## src/inc/srbp_pkg.sv

```systemverilog
// shared constants, state types and decoding for the serial receive path
package srbp_pkg;
    localparam int          DIV_W       = 12;
    localparam int          ENTRY_W     = 12;
    localparam int          ENT_NINTH   = 11;
    localparam int          ENT_FE      = 10;
    localparam int          ENT_DOR     = 9;
    localparam int          ENT_PE      = 8;
    localparam int          FIFO_DEPTH  = 2;
    localparam logic [4:0]  OS_NORMAL   = 5'h10;
    localparam logic [4:0]  OS_DOUBLE   = 5'h08;
    localparam logic [2:0]  SIZE_NINE   = 3'h7;
    localparam logic [1:0]  PAR_EVEN    = 2'h2;
    localparam logic [1:0]  PAR_ODD     = 2'h3;
    localparam logic [3:0]  SPI_LAST_PH = 4'hf;
    localparam logic        LINE_IDLE   = 1'b1;
    localparam logic [DIV_W-1:0] DIV_RST = 12'h000;

    typedef enum logic [2:0] {
        RX_IDLE  = 3'b000,
        RX_START = 3'b001,
        RX_DATA  = 3'b011,
        RX_PAR   = 3'b010,
        RX_STOP  = 3'b110
    } srbp_rx_state_t;

    typedef enum logic [2:0] {
        TX_IDLE  = 3'b000,
        TX_START = 3'b001,
        TX_DATA  = 3'b011,
        TX_PAR   = 3'b010,
        TX_STOP  = 3'b110,
        TX_SPI   = 3'b100
    } srbp_tx_state_t;

    // number of data bits for a character-size code
    function automatic logic [3:0] srbp_data_bits(input logic [2:0] sel);
        case (sel)
            3'h0:      srbp_data_bits = 4'h5;
            3'h1:      srbp_data_bits = 4'h6;
            3'h2:      srbp_data_bits = 4'h7;
            SIZE_NINE: srbp_data_bits = 4'h9;
            default:   srbp_data_bits = 4'h8;
        endcase
    endfunction
endpackage

```

## src/inc/srbp_stream_if.sv

```systemverilog
// valid/ready word stream between the receive logic and its queue
`timescale 1ns/100ps
interface srbp_stream_if #(parameter int W = 12);
    logic         valid;
    logic         ready;
    logic [W-1:0] data;
    modport src (output valid, output data, input ready);
    modport snk (input valid, input data, output ready);
endinterface

```

## src/srbp_baud_gen.sv

```systemverilog
// baud tick generator: one tick every divisor+1 clocks
`timescale 1ns/100ps
module srbp_baud_gen
    import srbp_pkg::*;
(
    input  wire logic             sys_clk_i, // system clock
    input  wire logic             rst_b_i,   // sync reset, active low
    input  wire logic [DIV_W-1:0] div_i,     // baud divisor
    output logic                  tick_o     // one-cycle rate tick
);
    logic [DIV_W-1:0] cnt;

    always_ff @(posedge sys_clk_i) begin
        if (!rst_b_i) begin
            cnt    <= DIV_RST;
            tick_o <= 1'b0;
        end else if (cnt == '0) begin
            cnt    <= div_i; // divisor zero ticks every clock
            tick_o <= 1'b1;
        end else begin
            cnt    <= cnt - 1'b1;
            tick_o <= 1'b0;
        end
    end
endmodule // srbp_baud_gen

```

## src/srbp_pair_fifo.sv

```systemverilog
// shift-style queue; the head entry always sits in entry 0
`timescale 1ns/100ps
module srbp_pair_fifo
    import srbp_pkg::*;
#(
    parameter int W     = ENTRY_W,
    parameter int DEPTH = FIFO_DEPTH
) (
    input  wire logic sys_clk_i, // system clock
    input  wire logic rst_b_i,   // sync reset, active low
    srbp_stream_if.snk wr,       // filling side
    srbp_stream_if.src rd        // draining side
);
    localparam int CW = $clog2(DEPTH + 1);
    logic [W-1:0]  mem [DEPTH];
    logic [CW-1:0] count;
    logic [CW-1:0] next_count;
    logic          push;
    logic          pop;
    logic [CW-1:0] wr_idx;
    logic          nonempty;

    assign wr.ready   = (count != CW'(DEPTH));
    assign push       = wr.valid && wr.ready;
    assign pop        = rd.ready && nonempty;
    assign wr_idx     = pop ? count - 1'b1 : count;
    assign next_count = count + CW'(push) - CW'(pop);
    assign rd.valid   = nonempty;
    assign rd.data    = mem[0];

    always_ff @(posedge sys_clk_i) begin
        if (!rst_b_i) begin
            count    <= '0;
            nonempty <= 1'b0;
        end else begin
            count    <= next_count;
            nonempty <= (next_count != '0);
        end
    end

    // a pop frees its slot for a push only from the next cycle; write ready ignores a pop
    for (genvar g = 0; g < DEPTH; g++) begin : g_slot
        always_ff @(posedge sys_clk_i) begin
            if (!rst_b_i) begin
                mem[g] <= '0;
            end else if (push && wr_idx == CW'(g)) begin
                mem[g] <= wr.data;
            end else if (pop) begin
                if (g < DEPTH - 1) begin
                    mem[g] <= mem[(g + 1) % DEPTH];
                end else begin
                    mem[g] <= '0;
                end
            end
        end
    end
endmodule // srbp_pair_fifo

```

## src/srbp_top.sv

```systemverilog
// serial transceiver: receive queue, status flags, transmitter, spi master
//
// Summary of operation
// - Transmit-complete rises once shifter and data buffer are both empty.
// - Receive-complete is high exactly while the queue holds unread data.
// - Frames shorter than eight bits read back with zero upper bits.
// - Size code seven selects nine-bit characters; ninth bit read separately.
// - Each queue entry keeps ninth bit and error flags; reads pop it.
// - Reading data frees the slot for a new character one cycle after the read.
// - Divisor zero is fastest; double speed halves bit time.
// - In spi mode a data write starts an exchange; result sets receive-complete.
// - In spi mode exchange results carry zero frame, overrun and parity errors; entries queued before the switch keep theirs.
`timescale 1ns/100ps
module srbp_top
    import srbp_pkg::*;
(
    input  wire logic             sys_clk_i,          // 100 MHz clock
    input  wire logic             rst_b_i,            // sync reset, low
    input  wire logic             rx_pin_i,           // serial in / miso
    output logic                  tx_pin_o,           // serial out / mosi
    output logic                  sck_o,              // spi clock
    input  wire logic             rx_en_i,            // receiver enable
    input  wire logic             tx_en_i,            // transmitter enable
    input  wire logic             spi_master_mode_i,  // spi master mode
    input  wire logic [2:0]       char_size_sel_i,    // character size
    input  wire logic [1:0]       parity_mode_i,      // 2 even, 3 odd
    input  wire logic             stop2_i,            // two stop bits
    input  wire logic [DIV_W-1:0] baud_divisor_i,     // baud divisor
    input  wire logic             double_speed_sel_i, // double speed
    input  wire logic             data_wr_i,          // data write strobe
    input  wire logic [7:0]       data_wdata_i,       // byte to send
    input  wire logic             tx_ninth_bit_i,     // ninth bit to send
    input  wire logic             data_rd_i,          // data read strobe
    input  wire logic             tx_cmp_clr_i,       // clear tx complete
    output logic [7:0]            data_rdata_o,       // queue head data
    output logic                  rx_ninth_bit_o,     // head ninth bit
    output logic                  frame_err_flag_o,   // head frame error
    output logic                  overrun_flag_o,     // head overrun
    output logic                  parity_err_flag_o,  // head parity error
    output logic                  rx_complete_flag_o, // unread data
    output logic                  tx_complete_flag_o, // transmitter idle
    output logic                  data_empty_flag_o   // data buffer free
);
    srbp_stream_if #(.W(ENTRY_W)) q_in ();
    srbp_stream_if #(.W(ENTRY_W)) q_out ();

    logic           tick;
    logic [4:0]     os;
    logic [3:0]     nbits;
    logic           par_on;
    logic           par_odd;
    logic           rx_s1;
    logic           rx_s2;
    logic           rx_s3;
    logic           rx_line;
    srbp_rx_state_t rx_state;
    logic [4:0]     rx_os;
    logic [3:0]     rx_bits;
    logic [8:0]     rx_sh;
    logic [8:0]     rx_aligned;
    logic           rx_par;
    logic           rx_pe;
    logic           rx_done;
    logic [ENTRY_W-1:0] rx_word;
    srbp_tx_state_t tx_state;
    logic [4:0]     tx_os;
    logic [3:0]     tx_bits;
    logic [8:0]     tx_sh;
    logic           tx_par;
    logic           tx_stop2nd;
    logic [8:0]     tx_buf;
    logic           tx_done;
    logic [3:0]     spi_ph;
    logic [7:0]     spi_in;
    logic           spi_done;
    logic [7:0]     spi_byte;
    logic           psh_valid;
    logic [ENTRY_W-1:0] psh_data;
    logic           dor_pend;

    assign os         = double_speed_sel_i ? OS_DOUBLE : OS_NORMAL;
    assign nbits      = srbp_data_bits(char_size_sel_i);
    assign par_on     = parity_mode_i[1];
    assign par_odd    = (parity_mode_i == PAR_ODD);
    assign rx_aligned = 9'(rx_sh >> (4'h9 - nbits));

    srbp_baud_gen u_baud (
        .sys_clk_i (sys_clk_i),
        .rst_b_i   (rst_b_i),
        .div_i     (baud_divisor_i),
        .tick_o    (tick)
    );

    srbp_pair_fifo #(.W(ENTRY_W), .DEPTH(FIFO_DEPTH)) u_queue (
        .sys_clk_i (sys_clk_i),
        .rst_b_i   (rst_b_i),
        .wr        (q_in.snk),
        .rd        (q_out.src)
    );

    // head entry drives the read-side outputs directly
    assign q_in.valid         = psh_valid;
    assign q_in.data          = psh_data;
    assign q_out.ready        = data_rd_i; // read pops the head
    assign data_rdata_o       = q_out.data[7:0];
    assign rx_ninth_bit_o     = q_out.data[ENT_NINTH];
    assign frame_err_flag_o   = q_out.data[ENT_FE];
    assign overrun_flag_o     = q_out.data[ENT_DOR];
    assign parity_err_flag_o  = q_out.data[ENT_PE];
    assign rx_complete_flag_o = q_out.valid;

    // pin synchroniser: a level counts once stages two and three agree
    always_ff @(posedge sys_clk_i) begin
        if (!rst_b_i) begin
            rx_s1   <= LINE_IDLE;
            rx_s2   <= LINE_IDLE;
            rx_s3   <= LINE_IDLE;
            rx_line <= LINE_IDLE;
        end else begin
            rx_s1 <= rx_pin_i;
            rx_s2 <= rx_s1;
            rx_s3 <= rx_s2;
            if (rx_s2 == rx_s3) begin
                rx_line <= rx_s3;
            end
        end
    end

    // asynchronous receiver, sampled mid-bit
    always_ff @(posedge sys_clk_i) begin
        if (!rst_b_i) begin
            rx_state <= RX_IDLE;
            rx_os    <= '0;
            rx_bits  <= '0;
            rx_sh    <= '0;
            rx_par   <= 1'b0;
            rx_pe    <= 1'b0;
            rx_done  <= 1'b0;
            rx_word  <= '0;
        end else begin
            rx_done <= 1'b0;
            if (!rx_en_i || spi_master_mode_i) begin
                rx_state <= RX_IDLE;
            end else begin
                unique case (rx_state)
                    RX_IDLE: begin
                        rx_os <= '0;
                        if (!rx_line) begin
                            rx_state <= RX_START;
                        end
                    end
                    RX_START: begin
                        if (tick) begin
                            rx_os <= rx_os + 1'b1;
                            if (rx_os == (os >> 1) - 1'b1) begin
                                rx_os   <= '0;
                                rx_bits <= '0;
                                rx_par  <= 1'b0;
                                rx_pe   <= 1'b0;
                                rx_state <= rx_line ? RX_IDLE : RX_DATA;
                            end
                        end
                    end
                    RX_DATA: begin
                        if (tick) begin
                            rx_os <= rx_os + 1'b1;
                            if (rx_os == os - 1'b1) begin
                                rx_os   <= '0;
                                rx_sh   <= {rx_line, rx_sh[8:1]};
                                rx_par  <= rx_par ^ rx_line;
                                rx_bits <= rx_bits + 1'b1;
                                if (rx_bits == nbits - 1'b1) begin
                                    rx_state <= par_on ? RX_PAR : RX_STOP;
                                end
                            end
                        end
                    end
                    RX_PAR: begin
                        if (tick) begin
                            rx_os <= rx_os + 1'b1;
                            if (rx_os == os - 1'b1) begin
                                rx_os    <= '0;
                                rx_pe    <= rx_line ^ rx_par ^ par_odd;
                                rx_state <= RX_STOP;
                            end
                        end
                    end
                    RX_STOP: begin
                        if (tick) begin
                            rx_os <= rx_os + 1'b1;
                            if (rx_os == os - 1'b1) begin
                                rx_done  <= 1'b1;
                                rx_word  <= {
                                    (nbits == 4'h9) & rx_aligned[8],
                                    !rx_line, 1'b0, rx_pe,
                                    rx_aligned[7:0]};
                                rx_state <= RX_IDLE;
                            end
                        end
                    end
                    default: rx_state <= RX_IDLE;
                endcase
            end
        end
    end

    // push stage: a character is lost only when both slots are taken
    always_ff @(posedge sys_clk_i) begin
        if (!rst_b_i) begin
            psh_valid <= 1'b0;
            psh_data  <= '0;
            dor_pend  <= 1'b0;
        end else begin
            if (psh_valid && q_in.ready) begin
                psh_valid <= 1'b0;
            end
            if (rx_done || spi_done) begin
                if (!q_in.ready) begin
                    dor_pend <= !spi_done;
                end else begin
                    psh_valid <= 1'b1;
                    dor_pend  <= 1'b0;
                    if (spi_done) begin
                        psh_data <= {4'h0, spi_byte};
                    end else begin
                        psh_data <= rx_word;
                        psh_data[ENT_DOR] <= dor_pend;
                    end
                end
            end
        end
    end

    // transmit data buffer
    always_ff @(posedge sys_clk_i) begin
        if (!rst_b_i) begin
            tx_buf            <= '0;
            data_empty_flag_o <= 1'b1;
        end else if (data_wr_i) begin
            tx_buf            <= {tx_ninth_bit_i, data_wdata_i};
            data_empty_flag_o <= 1'b0;
        end else if (tx_state == TX_IDLE && tx_en_i) begin
            data_empty_flag_o <= 1'b1;
        end
    end

    // transmitter and spi master shifter
    always_ff @(posedge sys_clk_i) begin
        if (!rst_b_i) begin
            tx_state   <= TX_IDLE;
            tx_os      <= '0;
            tx_bits    <= '0;
            tx_sh      <= '0;
            tx_par     <= 1'b0;
            tx_stop2nd <= 1'b0;
            tx_pin_o   <= LINE_IDLE;
            sck_o      <= 1'b0;
            tx_done    <= 1'b0;
            spi_ph     <= '0;
            spi_in     <= '0;
            spi_done   <= 1'b0;
            spi_byte   <= '0;
        end else begin
            tx_done  <= 1'b0;
            spi_done <= 1'b0;
            unique case (tx_state)
                TX_IDLE: begin
                    tx_os      <= '0;
                    tx_bits    <= '0;
                    tx_par     <= 1'b0;
                    tx_stop2nd <= 1'b0;
                    spi_ph     <= '0;
                    sck_o      <= 1'b0;
                    if (tx_en_i && !data_empty_flag_o) begin
                        tx_sh <= tx_buf;
                        if (spi_master_mode_i) begin
                            tx_pin_o <= tx_buf[7];
                            tx_state <= TX_SPI;
                        end else begin
                            tx_pin_o <= 1'b0;
                            tx_state <= TX_START;
                        end
                    end
                end
                TX_START: begin
                    if (tick) begin
                        tx_os <= tx_os + 1'b1;
                        if (tx_os == os - 1'b1) begin
                            tx_os    <= '0;
                            tx_pin_o <= tx_sh[0];
                            tx_state <= TX_DATA;
                        end
                    end
                end
                TX_DATA: begin
                    if (tick) begin
                        tx_os <= tx_os + 1'b1;
                        if (tx_os == os - 1'b1) begin
                            tx_os   <= '0;
                            tx_sh   <= tx_sh >> 1;
                            tx_par  <= tx_par ^ tx_sh[0];
                            tx_bits <= tx_bits + 1'b1;
                            tx_pin_o <= tx_sh[1];
                            if (tx_bits == nbits - 1'b1) begin
                                tx_pin_o <= par_on ?
                                    tx_par ^ tx_sh[0] ^ par_odd : LINE_IDLE;
                                tx_state <= par_on ? TX_PAR : TX_STOP;
                            end
                        end
                    end
                end
                TX_PAR: begin
                    if (tick) begin
                        tx_os <= tx_os + 1'b1;
                        if (tx_os == os - 1'b1) begin
                            tx_os    <= '0;
                            tx_pin_o <= LINE_IDLE;
                            tx_state <= TX_STOP;
                        end
                    end
                end
                TX_STOP: begin
                    if (tick) begin
                        tx_os <= tx_os + 1'b1;
                        if (tx_os == os - 1'b1) begin
                            tx_os <= '0;
                            if (stop2_i && !tx_stop2nd) begin
                                tx_stop2nd <= 1'b1;
                            end else begin
                                tx_done  <= 1'b1;
                                tx_state <= TX_IDLE;
                            end
                        end
                    end
                end
                TX_SPI: begin
                    if (tick && tx_os == '0) begin
                        tx_os <= 5'h01; // mosi setup half phase
                    end else if (tick) begin
                        spi_ph <= spi_ph + 1'b1;
                        if (!spi_ph[0]) begin
                            sck_o  <= 1'b1;
                            spi_in <= {spi_in[6:0], rx_line};
                        end else begin
                            sck_o    <= 1'b0;
                            tx_sh    <= {tx_sh[8], tx_sh[6:0], 1'b0};
                            tx_pin_o <= tx_sh[6];
                            if (spi_ph == SPI_LAST_PH) begin
                                tx_pin_o <= LINE_IDLE;
                                spi_done <= 1'b1;
                                spi_byte <= spi_in;
                                tx_done  <= 1'b1;
                                tx_state <= TX_IDLE;
                            end
                        end
                    end
                end
                default: tx_state <= TX_IDLE;
            endcase
        end
    end

    // transmit complete: a set in the clearing cycle wins
    always_ff @(posedge sys_clk_i) begin
        if (!rst_b_i) begin
            tx_complete_flag_o <= 1'b0;
        end else if (tx_done && data_empty_flag_o && !data_wr_i) begin
            tx_complete_flag_o <= 1'b1;
        end else if (tx_cmp_clr_i) begin
            tx_complete_flag_o <= 1'b0;
        end
    end
endmodule // srbp_top

```

## config.mk

```make
export PLATFORM = sky130hd
export DESIGN_NAME = srbp_top
export DESIGN_NICKNAME = d
export VERILOG_FILES = /design/src/inc/srbp_pkg.sv /design/src/inc/srbp_stream_if.sv /design/src/srbp_baud_gen.sv /design/src/srbp_pair_fifo.sv /design/src/srbp_top.sv
export SDC_FILE = /design/constraint.sdc
export NUM_CORES = 1
export LEC_CHECK = 0
export BUFFER_PORTS_ARGS = -buffer_cell sky130_fd_sc_hd__buf_2
export CAP_MARGIN = 20
export CORE_ASPECT_RATIO = 0.7
export CORE_UTILIZATION = 38
export CTS_CLUSTER_SIZE = 28
export DETAILED_ROUTE_END_ITERATION = 16
export GPL_ROUTABILITY_DRIVEN = 0
export SETUP_SLACK_MARGIN = 0.4
export SLEW_MARGIN = 20
export SYNTH_ARGS = -nofsm -noshare
export SYNTH_HDL_FRONTEND = slang
export SYNTH_SLANG_ARGS = --single-unit
```

## constraint.sdc

```tcl
create_clock -name sys_clk_i -period 3.25 [get_ports sys_clk_i]
set_clock_uncertainty 0.05 [all_clocks]
set_input_delay 0.325 -clock sys_clk_i [delete_from_list [all_inputs] [get_ports sys_clk_i]]
set_output_delay 0.325 -clock sys_clk_i [all_outputs]
set_load 0.005 [all_outputs]
```

==> impl_metrics.yaml <==
outcome:
  outcome: "complete, no violations"
pwr:
  internal_power_uw: 3510
  vdd_drop_max_v: 0.000377
  p_leak_uw: 0.00299
  fin_total_pwr_uw: 5050
  power.share.sequential: 0.428
  p_sw_uw: 1540
  clkPwrFrac: 0.388
  switching_share: 0.304
  p_per_area_nw_per_um2: 598
  power_frac_comb: 0.183
timing:
  finalCritPeriodShare: 0.765
  rsz0062_at_grt: "no"
  relSlewSlack: 0.497
  finalHoldViolations: 0
  period_needed_ps: 2490
  setup_viol: 0
  max_freq_mhz: 402
  finalSetupTns_ps: 0
  report.final.slew_viol_count: 0
  worst_slew_pin_slew_ps: 752
die:
  start_util: 0.390
  die_y_um: 119
  core_um2: 19000
  die_w_um: 169
  row_count: 42
  ioPinCount: 54
  dieArea_um2: 20100
synthesis:
  synth_flop_cell: "dfxtp_1"
  synth_seq_cells: 150
  synth_common_cells: "126 x dfxtp_1, 96 x nor2_1, 63 x nand2_1"
  yosysTopAreaCell: "dfxtp_1"
  yosys_warnings: 0
  synth_most_common_cell: "dfxtp_1"
  yosysTopAreaCellShare: 0.340
  synth_edf_count: 24
  avgSynthCellArea_um2: 9.05
  syn_area_um2: 7410
  synth_cell_types: 74
  syn_nets: 868
  syn_inst: 819
  seq_area_frac_synth: 0.438
  synthArstFlopShare: 0
  synth_area_leaders: "dfxtp_1 34%, edfxtp_1 9.7%, mux2i_1 6.1%"
worst_setup_path:
  path_class: "flop to flop"
  start_kind: "flop"
  rr_worst_depth: 5
  startpoint: "u_baud.tick_o"
  critPathMaxFanout: 18
  required_ps: 3540
  end_kind: "flop"
  r2r_end: "rx_par"
  crit_arrival_ps: 2770
  timing.rr.start: "u_baud.tick_o"
  r2r_slack_ps: 760
clock_network:
  clock_latency_ps: 430
  postCtsHoldBufs: 0
  cts_tree: "yes"
  cts_setup_buffers: 0
  cts-buffers-inserted: 17
  htree_levels: 4
  clockRootBuffer: "clkbuf_16"
  clock_sinks: 150
  path_clk_slew_ps: 70
  cts_resized: 0
  clockBufferDepth: 2
detailed_routing:
  viasPerCell: 5.36
  drc: 0
  initialDrtViolationCount: 582
  wl_per_cell_um: 15.3
  wl_mm: 17.2
  via_count: 6026
  ant_nets: 0
  dr.pass1.iters: 5
grt:
  track_usage: 0.178
  grt_max_degree: 49
  antenna_found_initial: 0
  grt_overflow: 0
  grt_pass1_vias: 5303
  grt_pass1_wl_mm: 28.2
worst_hold_path:
  hold_path.class: "input pin to flop"
  min_delay_worst_endpoint: "rx_s1"
  hold_start: "rx_pin_i"
  hold_path_depth: 2
cells_and_area:
  finalNetCount: 896
  num_antenna_cells: 0
  fill_cells: 1883
  drive_gt1_frac: 0.140
  utilization: 0.444
  seq_area_um2: 3240
  multi_input_area_um2: 3850
  area_delta_synth_final_pct: 14.0
placement:
  portBuffers: 53
  hpwl_mm: 12.0
flow_run:
  drv_cap: 0
## power by group through the flow
| stage | clock network (uW) | logic, uW | registers (uW) |
|---|---|---|---|
| global route | 2100 | 1030 | 2180 |
| detailed placement | 0 | 920 | 2200 |
| CTS | 2010 | 925 | 2160 |
| finish | 1960 | 926 | 2160 |
| floorplan | 0 | 723 | 2160 |
| global placement | 0 | 908 | 2200 |
## layout make-up
cell class,count,area share
Tap cell,264,0.0391
Timing Repair Buffer,65,0.0435
Sequential cell,150,0.384
Clock buffer,17,0.0504
Multi-Input combinational cell,593,0.455
Clock inverter,15,0.0185
Inverter,20,0.00904
## worst max-delay path by stage
stage | depth (start not counted) | end
finish | 5 | rx_par
global route | 5 | rx_bits[3]
CTS | 5 | rx_par
detailed placement | 5 | rx_par
global placement | 5 | rx_par
floorplan | 8 | rx_word[0]
## worst max-delay path, stage by stage, from the launching register on
cell	delay, ps
dfxtp_1	700
nand3b_1	260
nor3b_1	340
and2_1	660
a21oi_1	150
a211oi_1	230
## registers in the layout (all words and copies together) (netlist names), 2 cells and up, named ones only
name and cells:
u_queue.mem 24, rx_sh 9, tx_state 3, rx_bits 4
u_queue.count 2, rx_state 3, rx_os 5, u_baud.cnt 12
tx_buf 9, spi_byte 8, spi_ph 4, rx_word 11
tx_bits 4, tx_sh 9, tx_os 5, psh_data 12
spi_in 8
## cell usage in the layout (no fill, tap or decap), types with 7 or more instances in the layout
master,count
a211oi_1,23
a21oi_1,46
a22o_1,12
a22oi_1,9
a311oi_1,10
a31oi_1,7
and2_1,18
buf_2,53
buf_4,11
clkbuf_16,17
dfxtp_1,126
edfxtp_1,24
ha_1,12
inv_1,19
inv_6,8
mux2i_1,45
nand2_1,63
nand2b_1,14
nand3_1,27
nand3b_1,13
nand4_1,9
nor2_1,96
nor2b_1,8
nor3_1,15
nor3b_1,21
nor4_1,7
o21ai_0,28
o21bai_1,7
xnor2_1,13
xor2_1,7
## routing by layer
layer | wire [um] | track usage | vias up
met5 | 0 | 0 | -
met4 | 212 | 0.0528 | 0
met3 | 859 | 0.0419 | 15
met2 | 6440 | 0.228 | 151
met1 | 9680 | 0.284 | 2822
li1 | - | - | 3038
## cell families (layout without fill, tap and decap cells)
kind of cell / count (synthesis) / after routing / share of synthesized area
compound gates: 193 / 193 / 0.185
xor+xnor: 22 / 22 / 0.0289
fa+ha+maj: 12 / 12 / 0.0203
buf+inv: 76 / 117 / 0.0432
flops: 150 / 150 / 0.438
mux: 47 / 47 / 0.0638
simple gates: 319 / 319 / 0.221
## through the flow
step	area [um2]	hold WS, ps	instances	worst slack [ps]
3_5_place_dp	7870	347	1092	844
2_1_floorplan	7410	336	819	1120
3_3_place_gp	7870	347	1092	897
4_1_cts	8450	11.4	1124	803
6_report	8450	27.0	1124	764
5_1_grt	8450	24.1	1124	565
(Power assumes the default switching activity.)
